**src/clk_mode_pkg.sv**
```systemverilog
// constants, field layout and types of the system clock mode block
// assumes one 50 MHz system clock and an 8-bit register port
//
// Summary of operation
// - with full speed off, codes 000 and 001 pick low clock; 111 picks high/2
// - other select codes pick the high clock divided by 4 up to 64
// - fast wake-up set: run on substitute clock after wake from idle0 or sleep1 (not deep sleep) until high clock stable
// - low-speed ready flag reads 0 while in deep sleep mode
// - low ready rises 128 edges after wake on crystal, 2 on RC
// - low ready also rises after power-on reset once the oscillator settled
// - full speed set selects the undivided high clock; clear lets select field decide
// - moving from high to low system clock stops the high oscillator
// - halt with idle select set enters idle instead of sleep
package clk_mode_pkg;

	// ----------------------------------------------------------------
	// register map
	// ----------------------------------------------------------------
	localparam int         ADDR_W        = 4;
	localparam logic [3:0] ADDR_MODE     = 4'h0;
	localparam logic [3:0] ADDR_STATUS   = 4'h1;
	localparam logic [3:0] ADDR_ENABLE   = 4'h2;
	localparam logic [3:0] ADDR_CLEAR    = 4'h3;

	// ----------------------------------------------------------------
	// mode register fields
	// ----------------------------------------------------------------
	localparam int         BIT_FULL      = 0;
	localparam int         BIT_IDLE      = 1;
	localparam int         BIT_HIGH_RDY  = 2;
	localparam int         BIT_LOW_RDY   = 3;
	localparam int         BIT_FAST      = 4;
	localparam int         CKS_LSB       = 5;
	localparam int         CKS_W         = 3;
	localparam logic [7:0] MODE_RESET    = 8'h03;
	localparam logic [2:0] CKS_LOW_MAX   = 3'h1;

	// ----------------------------------------------------------------
	// event bits of status, enable and clear
	// ----------------------------------------------------------------
	localparam int         EV_W          = 3;
	localparam int         EV_LOW_RDY    = 0;
	localparam int         EV_HIGH_RDY   = 1;
	localparam int         EV_WAKE       = 2;

	// ----------------------------------------------------------------
	// oscillator settling counts, in oscillator edges
	// ----------------------------------------------------------------
	localparam int         CNT_W         = 8;
	localparam logic [7:0] LOW_XTAL_EDGES  = 8'h80;
	localparam logic [7:0] LOW_RC_EDGES    = 8'h02;
	localparam logic [7:0] HIGH_XTAL_EDGES = 8'h80;

	// ----------------------------------------------------------------
	// types
	// ----------------------------------------------------------------
	typedef enum logic [2:0] {
		MODE_RUN,
		MODE_IDLE0,
		MODE_IDLE1,
		MODE_DEEP_SLEEP_MODE,
		MODE_SLEEP1,
		MODE_WAKING
	} power_mode_t;

	typedef enum logic [1:0] {
		SRC_HIGH,
		SRC_LOW,
		SRC_SUB,
		SRC_NONE
	} clk_src_t;

endpackage : clk_mode_pkg

```
**src/osc_ready_timer.sv**
```systemverilog
// oscillator settling timer: counts edges of a running oscillator
// assumes the edge pulse is already synchronised to sys_clk
`timescale 1ns/100ps
`default_nettype none

module osc_ready_timer #(
	parameter int COUNT_W = 8
) (
	// clock and reset
	input  wire logic               sys_clk,
	input  wire logic               reset,
	// oscillator status
	input  wire logic               run,
	input  wire logic               osc_edge,
	input  wire logic [COUNT_W-1:0] target,
	output logic                    ready
);

	logic [COUNT_W-1:0] count;
	logic [COUNT_W-1:0] next_count;

	if (COUNT_W < 2) begin : g_bad_width
		$error("osc_ready_timer: COUNT_W must be at least 2");
	end

	assign next_count = count + 1'b1;

	// ----------------------------------------------------------------
	// edge counter, cleared while the oscillator is stopped
	// ----------------------------------------------------------------
	always_ff @(posedge sys_clk or posedge reset) begin
		if (reset) begin
			count <= '0;
			ready <= 1'b0;
		end else if (!run) begin
			count <= '0;
			ready <= 1'b0;
		end else if (osc_edge && !ready) begin
			count <= next_count;
			ready <= (next_count >= target);
		end
	end

endmodule : osc_ready_timer
`default_nettype wire

```
**src/system_clock_mode_ctrl.sv**
```systemverilog
// system clock mode register, clock source selection and halt mode control
// assumes oscillator pins and the crystal strap are asynchronous to sys_clk;
// halt, wake and peripheral-need inputs come from logic on sys_clk
`timescale 1ns/100ps
`default_nettype none

module system_clock_mode_ctrl (
	// clock and reset
	input  wire logic                      sys_clk,
	input  wire logic                      reset,
	// register port
	input  wire logic [clk_mode_pkg::ADDR_W-1:0] reg_addr,
	input  wire logic [7:0]                reg_wdata,
	input  wire logic                      reg_write,
	input  wire logic                      reg_read,
	output logic      [7:0]                reg_rdata,
	// oscillator pins and strap
	input  wire logic                      high_osc_in,
	input  wire logic                      low_osc_in,
	input  wire logic                      low_speed_crystal,
	// cpu and halt entry
	input  wire logic                      halt_request,
	input  wire logic                      wake_event,
	input  wire logic                      idle_clock_keep_on,
	input  wire logic                      sub_clock_needed,
	// clock control outputs
	output var clk_mode_pkg::clk_src_t     clock_source,
	output logic      [2:0]                high_divide_log2,
	output logic                           high_osc_enable,
	output logic                           low_osc_enable,
	output logic                           cpu_clock_run,
	output logic                           periph_clock_run,
	output var clk_mode_pkg::power_mode_t  power_mode,
	// interrupt
	output logic                           irq
);
	import clk_mode_pkg::*;

	// ----------------------------------------------------------------
	// pin synchronisers and edge detect
	// ----------------------------------------------------------------
	logic [2:0] pin_raw;
	logic [2:0] pin_meta;
	logic [2:0] pin_sync;
	logic [2:0] pin_prev;
	logic       high_edge;
	logic       low_edge;
	logic       crystal_sel;

	assign pin_raw = {low_speed_crystal, low_osc_in, high_osc_in};

	for (genvar i = 0; i < 3; i++) begin : g_sync
		always_ff @(posedge sys_clk or posedge reset) begin
			if (reset) begin
				pin_meta[i] <= 1'b0;
				pin_sync[i] <= 1'b0;
				pin_prev[i] <= 1'b0;
			end else begin
				pin_meta[i] <= pin_raw[i];
				pin_sync[i] <= pin_meta[i];
				pin_prev[i] <= pin_sync[i];
			end
		end
	end

	assign high_edge   = pin_sync[0] & ~pin_prev[0];
	assign low_edge    = pin_sync[1] & ~pin_prev[1];
	assign crystal_sel = pin_sync[2];

	// ----------------------------------------------------------------
	// mode register
	// ----------------------------------------------------------------
	logic [CKS_W-1:0] clock_source_select;
	logic             fast_wakeup_enable;
	logic             idle_on_halt_select;
	logic             full_speed_select;
	logic             mode_write;
	logic             uses_high;

	assign mode_write = reg_write && (reg_addr == ADDR_MODE);

	always_ff @(posedge sys_clk or posedge reset) begin
		if (reset) begin
			clock_source_select <= MODE_RESET[CKS_LSB +: CKS_W];
			fast_wakeup_enable  <= MODE_RESET[BIT_FAST];
			idle_on_halt_select <= MODE_RESET[BIT_IDLE];
			full_speed_select   <= MODE_RESET[BIT_FULL];
		end else if (mode_write) begin
			clock_source_select <= reg_wdata[CKS_LSB +: CKS_W];
			fast_wakeup_enable  <= reg_wdata[BIT_FAST];
			idle_on_halt_select <= reg_wdata[BIT_IDLE];
			full_speed_select   <= reg_wdata[BIT_FULL];
		end
	end

	assign uses_high = full_speed_select || (clock_source_select > CKS_LOW_MAX);

	// ----------------------------------------------------------------
	// oscillator ready timers
	// ----------------------------------------------------------------
	logic       low_timer_ready;
	logic       high_ready;
	logic       low_ready;
	logic [7:0] low_target;

	assign low_target = crystal_sel ? LOW_XTAL_EDGES : LOW_RC_EDGES;

	osc_ready_timer #(
		.COUNT_W (CNT_W)
	) u_low_timer (
		.sys_clk  (sys_clk),
		.reset    (reset),
		.run      (low_osc_enable),
		.osc_edge (low_edge),
		.target   (low_target),
		.ready    (low_timer_ready)
	);

	osc_ready_timer #(
		.COUNT_W (CNT_W)
	) u_high_timer (
		.sys_clk  (sys_clk),
		.reset    (reset),
		.run      (high_osc_enable),
		.osc_edge (high_edge),
		.target   (HIGH_XTAL_EDGES),
		.ready    (high_ready)
	);

	assign low_ready = low_timer_ready && (power_mode != MODE_DEEP_SLEEP_MODE);

	// ----------------------------------------------------------------
	// power mode state machine
	// ----------------------------------------------------------------
	logic from_deep_sleep_mode;
	logic target_ready;
	logic fast_path;
	logic wake_taken;

	assign target_ready = uses_high ? high_ready : low_ready;
	assign fast_path    = (power_mode == MODE_WAKING) && fast_wakeup_enable && !from_deep_sleep_mode
		&& uses_high && !high_ready && low_ready;
	assign wake_taken   = wake_event && (power_mode inside {MODE_IDLE0, MODE_IDLE1,
		MODE_DEEP_SLEEP_MODE, MODE_SLEEP1});

	always_ff @(posedge sys_clk or posedge reset) begin
		if (reset) begin
			power_mode  <= MODE_RUN;
			from_deep_sleep_mode <= 1'b0;
		end else begin
			unique case (power_mode)
				MODE_RUN: begin
					if (halt_request) begin
						if (idle_on_halt_select) begin
							power_mode <= idle_clock_keep_on ? MODE_IDLE1 : MODE_IDLE0;
						end else begin
							power_mode <= sub_clock_needed ? MODE_SLEEP1 : MODE_DEEP_SLEEP_MODE;
						end
					end
				end
				MODE_IDLE1: begin
					if (wake_event) begin
						power_mode <= MODE_RUN;
					end
				end
				MODE_IDLE0, MODE_SLEEP1: begin
					if (wake_event) begin
						power_mode  <= MODE_WAKING;
						from_deep_sleep_mode <= 1'b0;
					end
				end
				MODE_DEEP_SLEEP_MODE: begin
					if (wake_event) begin
						power_mode  <= MODE_WAKING;
						from_deep_sleep_mode <= 1'b1;
					end
				end
				MODE_WAKING: begin
					if (target_ready) begin
						power_mode <= MODE_RUN;
					end
				end
				default: begin
					power_mode <= MODE_RUN;
				end
			endcase
		end
	end

	// ----------------------------------------------------------------
	// clock source and oscillator enables
	// ----------------------------------------------------------------
	clk_src_t   next_source;
	logic [2:0] next_divide;

	always_comb begin
		next_source = SRC_NONE;
		if (power_mode inside {MODE_RUN, MODE_IDLE1}) begin
			next_source = (uses_high && high_ready) ? SRC_HIGH : SRC_LOW;
		end else if (fast_path) begin
			next_source = SRC_SUB;
		end
		next_divide = 3'h0;
		if (next_source == SRC_HIGH && !full_speed_select) begin
			next_divide = 3'h0 - clock_source_select;
		end
	end

	always_ff @(posedge sys_clk or posedge reset) begin
		if (reset) begin
			clock_source     <= SRC_LOW;
			high_divide_log2 <= 3'h0;
			high_osc_enable  <= 1'b0;
			low_osc_enable   <= 1'b0;
			cpu_clock_run    <= 1'b0;
			periph_clock_run <= 1'b0;
		end else begin
			clock_source     <= next_source;
			high_divide_log2 <= next_divide;
			high_osc_enable  <= uses_high && (power_mode inside {MODE_RUN, MODE_IDLE1,
				MODE_WAKING});
			low_osc_enable   <= (power_mode != MODE_DEEP_SLEEP_MODE);
			cpu_clock_run    <= (power_mode == MODE_RUN) || fast_path;
			periph_clock_run <= (power_mode inside {MODE_RUN, MODE_IDLE1}) || fast_path;
		end
	end

	// ----------------------------------------------------------------
	// interrupt status, enable and clear
	// ----------------------------------------------------------------
	logic [EV_W-1:0] irq_status;
	logic [EV_W-1:0] irq_enable;
	logic [EV_W-1:0] events;
	logic [EV_W-1:0] clear_bits;
	logic            low_ready_prev;
	logic            high_ready_prev;

	always_ff @(posedge sys_clk or posedge reset) begin
		if (reset) begin
			low_ready_prev  <= 1'b0;
			high_ready_prev <= 1'b0;
		end else begin
			low_ready_prev  <= low_ready;
			high_ready_prev <= high_ready;
		end
	end

	always_comb begin
		events              = '0;
		events[EV_LOW_RDY]  = low_ready && !low_ready_prev;
		events[EV_HIGH_RDY] = high_ready && !high_ready_prev;
		events[EV_WAKE]     = wake_taken;
		clear_bits          = (reg_write && reg_addr == ADDR_CLEAR) ? reg_wdata[EV_W-1:0] : '0;
	end

	always_ff @(posedge sys_clk or posedge reset) begin
		if (reset) begin
			irq_status <= '0;
		end else begin
			irq_status <= (irq_status & ~clear_bits) | events;
		end
	end

	always_ff @(posedge sys_clk or posedge reset) begin
		if (reset) begin
			irq_enable <= '0;
		end else if (reg_write && reg_addr == ADDR_ENABLE) begin
			irq_enable <= reg_wdata[EV_W-1:0];
		end
	end

	always_ff @(posedge sys_clk or posedge reset) begin
		if (reset) begin
			irq <= 1'b0;
		end else begin
			irq <= |(irq_status & irq_enable);
		end
	end

	// ----------------------------------------------------------------
	// register read
	// ----------------------------------------------------------------
	always_ff @(posedge sys_clk or posedge reset) begin
		if (reset) begin
			reg_rdata <= 8'h00;
		end else if (reg_read) begin
			unique case (reg_addr)
				ADDR_MODE:   reg_rdata <= {clock_source_select, fast_wakeup_enable, low_ready,
					high_ready, idle_on_halt_select, full_speed_select};
				ADDR_STATUS: reg_rdata <= {5'h00, irq_status};
				ADDR_ENABLE: reg_rdata <= {5'h00, irq_enable};
				default:     reg_rdata <= 8'h00;
			endcase
		end else begin
			reg_rdata <= 8'h00;
		end
	end
endmodule : system_clock_mode_ctrl
`default_nettype wire

```
**config.mk**
```make
export PLATFORM = sky130hd
export DESIGN_NAME = system_clock_mode_ctrl
export DESIGN_NICKNAME = d
export VERILOG_FILES = /design/src/clk_mode_pkg.sv /design/src/osc_ready_timer.sv /design/src/system_clock_mode_ctrl.sv
export SDC_FILE = /design/constraint.sdc
export NUM_CORES = 1
export LEC_CHECK = 0
export BUFFER_PORTS_ARGS = -buffer_cell sky130_fd_sc_hd__buf_2
export CAP_MARGIN = 10
export CORE_ASPECT_RATIO = 1.5
export CORE_UTILIZATION = 52
export DETAILED_ROUTE_END_ITERATION = 8
export GPL_TIMING_DRIVEN = 0
export PLACE_DENSITY = 0.81
export SKIP_CTS_REPAIR_TIMING = 1
export SLEW_MARGIN = 20
export SYNTH_ARGS = -nofsm -noshare
export SYNTH_HDL_FRONTEND = slang
export SYNTH_HIERARCHICAL = 1
export SYNTH_SLANG_ARGS = --single-unit
```
**constraint.sdc**
```tcl
create_clock -name sys_clk -period 1.7 [get_ports sys_clk]
set_clock_uncertainty 0.05 [all_clocks]
set_input_delay 0.17 -clock sys_clk [delete_from_list [all_inputs] [get_ports sys_clk]]
set_output_delay 0.17 -clock sys_clk [all_outputs]
set_load 0.05 [all_outputs]
```
# Word level (Yosys, flattened, before mapping)
# Cells that the tools add are included.
# totals
regBits	62
latch_bits	0
mem_bits_rw	0
romBits	0
inputBits	23
out_inout_bits	21
wordCells	127
mem_count	0
# op_classes
addsub	3
multipliers	0
div_mod_pow	0
order_cmp	3
n_eq_ne	17
shift	0
n_mux	28
bitwise_logic	8
reduce_logical	38
# op_table
cell	n
8-bit two-way mux	6
3-bit two-way mux	8
8-bit one-hot mux with 3 select lines	1
1-bit logical AND	17
8-bit by 1-bit adder with 8-bit output (second input constant)	2
3-bit one-hot mux with 4 select lines	1
2-bit != test (second input constant)	5
1-bit two-way mux	9
4-bit by 2-bit equality test with 1-bit output (second input constant)	2
8-bit >= comparator	1
8-bit >= comparator (second input constant)	1
3-bit AND	2
3-bit by 2-bit equality test with 1-bit output (second input constant)	2
3-bit equality test (second input constant)	2
1-bit logical NOT	6
2-bit by 1-bit != test with 1-bit output (second input constant)	3
3-bit OR reduction	2
4-bit by 1-bit equality test with 1-bit output (second input constant)	1
4-bit logical NOT	1
2-bit two-way mux	2
4-bit AND reduction	1
2-bit nonzero test	2
4-bit nonzero test	1
3-bit by 1-bit equality test with 1-bit output (second input constant)	1
14 further kinds	18

# Logic depth before layout (Yosys ltp)
# logic_depth
depth_word	11
mapped_depth	9
ltp_nobuf	9

# Modules after synthesis
# Netlist, hierarchy kept.
# by_module_without_submodules
mod	instances	cells_per_inst	area_each_um2	seq_area_each_um2
system_clock_mode_ctrl	1	153	1825.5	1104.8
osc_ready_timer	2	81	744.5	225.2

# Least setup slack after synthesis
# No wires, ideal clock.
# synth_timing
path_type	register to register
from	register u_high_timer.count[0]
to	register u_high_timer.ready
setup_time_ns	0.078
t_arrival_ns	1.659
t_required_ns	1.572
path_slack_ns	-0.087
stages_incl_launch_ff	9
n_path_buf	0
synth_period_minus_slack_ns	1.787
path_cell_list	dfrtp_1 ha_1 nand2_1 nor2_1 xor2_1 ha_1 nand4_1 a211o_1 a21oi_1
# synth_via
elab_chain_cells	4
# synth_rtl
item	line	source
start, declared	osc_ready_timer.sv:19	logic [COUNT_W-1:0] count;
start signal, assigned	osc_ready_timer.sv:39	count <= next_count;
8-bit by 1-bit adder with 8-bit output	osc_ready_timer.sv:26	assign next_count = count + 1'b1;
8-bit >= comparator	osc_ready_timer.sv:40	ready <= (next_count >= target);
1-bit two-way mux	osc_ready_timer.sv:38	end else if (osc_edge && !ready) begin
1-bit two-way mux	osc_ready_timer.sv:35	end else if (!run) begin
end signal, assigned	osc_ready_timer.sv:40	
end, declared	osc_ready_timer.sv:16	output logic ready
# Every way passes these cells. The select of a mux whose other input is x is not followed.
# A chain may end at the register's enable or synchronous reset.

# Worst setup path in the final report
# layout_timing
from	register u_high_timer.count[3]
to	register u_high_timer.ready
# The elaborated chain is that of the path after synthesis.

==> impl_metrics.tcl <==
set metrics [dict create \
    status "finished, violations left" \
    violations "negative setup slack" \
    place_hpwl_mm 4.766 \
    r2r.worst_path.cells 9 \
    io-pin-count 44 \
    final_cells 483 \
    cts.path.max_buffers 2 \
    synthToLayoutAreaGrowth_pct 26.73 \
    pre_cts_slack_ns -0.2751 \
    wl_mm 6.797 \
    ctsHtreeMaxLevel 3 \
    grt_usage_pct 21.70 \
    hold_viol 0 \
    synth_cell_types 47 \
    leakage_uw 0.002009 \
    nNetsFinal 447 \
    fin_util_pct 68.51 \
    max_clock_freq_ghz 0.5235 \
    syn_inst 315 \
    crit_required_ns 1.91 \
    finalSetupTns_ns -0.3600 \
    numPortBuffers 41 \
    layout-drive-gt1-share_pct 36.19 \
    rsz0062_at_grt "true" \
    crit_type "register to register" \
    min_path_type "input port to register" \
    die-area_um2 6704 \
    drtIter0Drc 72 \
    rows 35 \
    synth_seq_area_share_pct 46.92 \
    fin_crit_ns 1.910 \
    synth_ff_type "dfrtp_1" \
    grt_overflow_total 0 \
    synth_area_um2 3314 \
    drv_slew 0 \
    grt_max_degree 28 \
    cts.sinks 62 \
    core_area_um2 6131 \
    cts_buffers 9 \
    wl_per_cell_um 14.07 \
    peakVddDrop_v 0.0008935 \
    clk-insertion-delay-late_ns 0.34 \
    fin_crit_sh_pct 112.4 \
    cts_tree "built" \
    cts_root_buffer "clkbuf_8" \
    grt_antenna_before_repair 0 \
    final_cell_mix "50 x dfrtp_1, 43 x buf_2, 26 x inv_1" \
    gp_congestion 0.8272 \
    drv_cap 0 \
    vias 2518 \
    worst_slack_ns -0.2102 \
    hold_depth 2 \
    final_common_cell "dfrtp_1" \
    grt_pass1_wl_mm 10.87 \
    dr.pass1.iters 5 \
    p_per_area_nw_per_um2 1097 \
    grt_pass1_vias 2500 \
    avgSynthCellArea_um2 10.52 \
    start_util_pct 54.06 \
    crit_arrival_ns 2.12 \
    async_flop_share_pct 100.0 \
    ys_ff_latch 62 \
    drc 0 \
    route.antenna.remaining_nets 0 \
    clkTransAtPathRegs_ns 0.07 \
    synth-edff-count 0 \
    cp-start-kind "register" \
    reg2reg_slack_ns -0.21 \
    diodes 0 \
    setup_viol 2 \
    fp.dieW_um 67.19 \
    ys_warn_count 6 \
    place_inst 443 \
    finalPower_uw 4608 \
    worstSetupEndpointType "register" \
    vias_per_cell 5.213 \
    fp.dieH_um 99.78 \
    path_max_fanout 8 \
]
==> worst max-delay path, stage by stage (launching register included) <==
cell and delay (ns):
dfrtp_1 0.37, buf_6 0.14, nand2_2 0.12, nor2_4 0.04, xor2_1 0.14, ha_1 0.33, buf_4 0.11, nand4_1 0.10
a211o_1 0.30, a21oi_2 0.14
==> stage by stage <==
stage	hold WS, ns	cell area [um2]
floorplan	-0.05215	3411
global placement	0.1247	3709
detailed placement	0.1359	3729
CTS	-0.2278	3919
global route	0.002581	4200
finish	0.008529	4200
==> logic make-up (layout without fill, tap and decap cells) <==
kind of cell | after synthesis | in the layout | synth area share (%)
flip-flops | 62 | 62 | 46.92
other | 2 | 14 | 0.2266
buffers and inverters | 37 | 119 | 5.361
AO/OA/AOI/OAI | 43 | 43 | 9.136
adder cells (fa/ha/maj) | 20 | 20 | 7.550
XOR/XNOR | 26 | 26 | 6.871
multiplexers | 14 | 14 | 4.568
AND/OR/NAND/NOR | 111 | 111 | 19.37
==> synthesized netlist by cell type, drive strengths merged (6+ instances only) <==
master | number | area, um2
ha | 20 | 250.2
dfrtp | 59 | 1476
nor2 | 26 | 97.59
xnor2 | 11 | 96.34
nand3 | 6 | 40.04
mux2 | 9 | 101.4
nor3 | 10 | 80.08
a21oi | 9 | 45.04
inv | 27 | 101.4
xor2 | 15 | 131.4
o21ai | 9 | 45.04
and2 | 12 | 75.07
nand2 | 27 | 101.4
nand4 | 7 | 43.79
buf | 10 | 76.32
==> power by group <==
part           total [uW]  switching [uW]  internal [uW]
logic                1420             726            698
registers            1940             238           1700
clock network        1240             570            674
total                4610            1530           3070
==> worst paths after layout <==
kind / start / endpoint
min in group asynchronous: reset / u_low_timer/ready
worst max register to register: u_high_timer/count[3] / u_high_timer/ready
worst max-delay path: u_high_timer/count[3] / u_high_timer/ready
worst min register to register: pin_meta[1] / pin_sync[1]
max in group asynchronous: reset / idle_on_halt_select
worst min-delay path: reg_wdata[5] / clock_source_select[0]
==> metal layers <==
layer / vias up / share of wire, % / global-route usage, % / routed length, um
met5: - / 0 / 0 / 0
met4: 0 / 2.3 / 11.62 / 155
met3: 15 / 3.1 / 4.886 / 214
met2: 61 / 56 / 37.85 / 3794
met1: 1205 / 39 / 23.65 / 2631
li1: 1237 / - / - / -
==> sequential cells by signal, indices dropped and copies added (netlist names), 2 cells and up <==
signal               count
clock_source_select      3
u_low_timer/count        8
clock_source             2
irq_status               3
pin_prev                 2
irq_enable               3
pin_meta                 3
high_divide_log2         3
power_mode               3
u_high_timer/count       8
pin_sync                 2
reg_rdata                8
==> layout make-up <==
type	instances	area (um2)
Inverter	27	101.3
Clock inverter	6	62.56
Sequential cell	62	1567
Fill cell	446	1931
Buffer	10	96.34
Clock buffer	10	127.6
Timing Repair Buffer	66	415.4
Tap cell	74	92.59
Multi-Input combinational cell	228	1738
(Power assumes the default switching activity.)
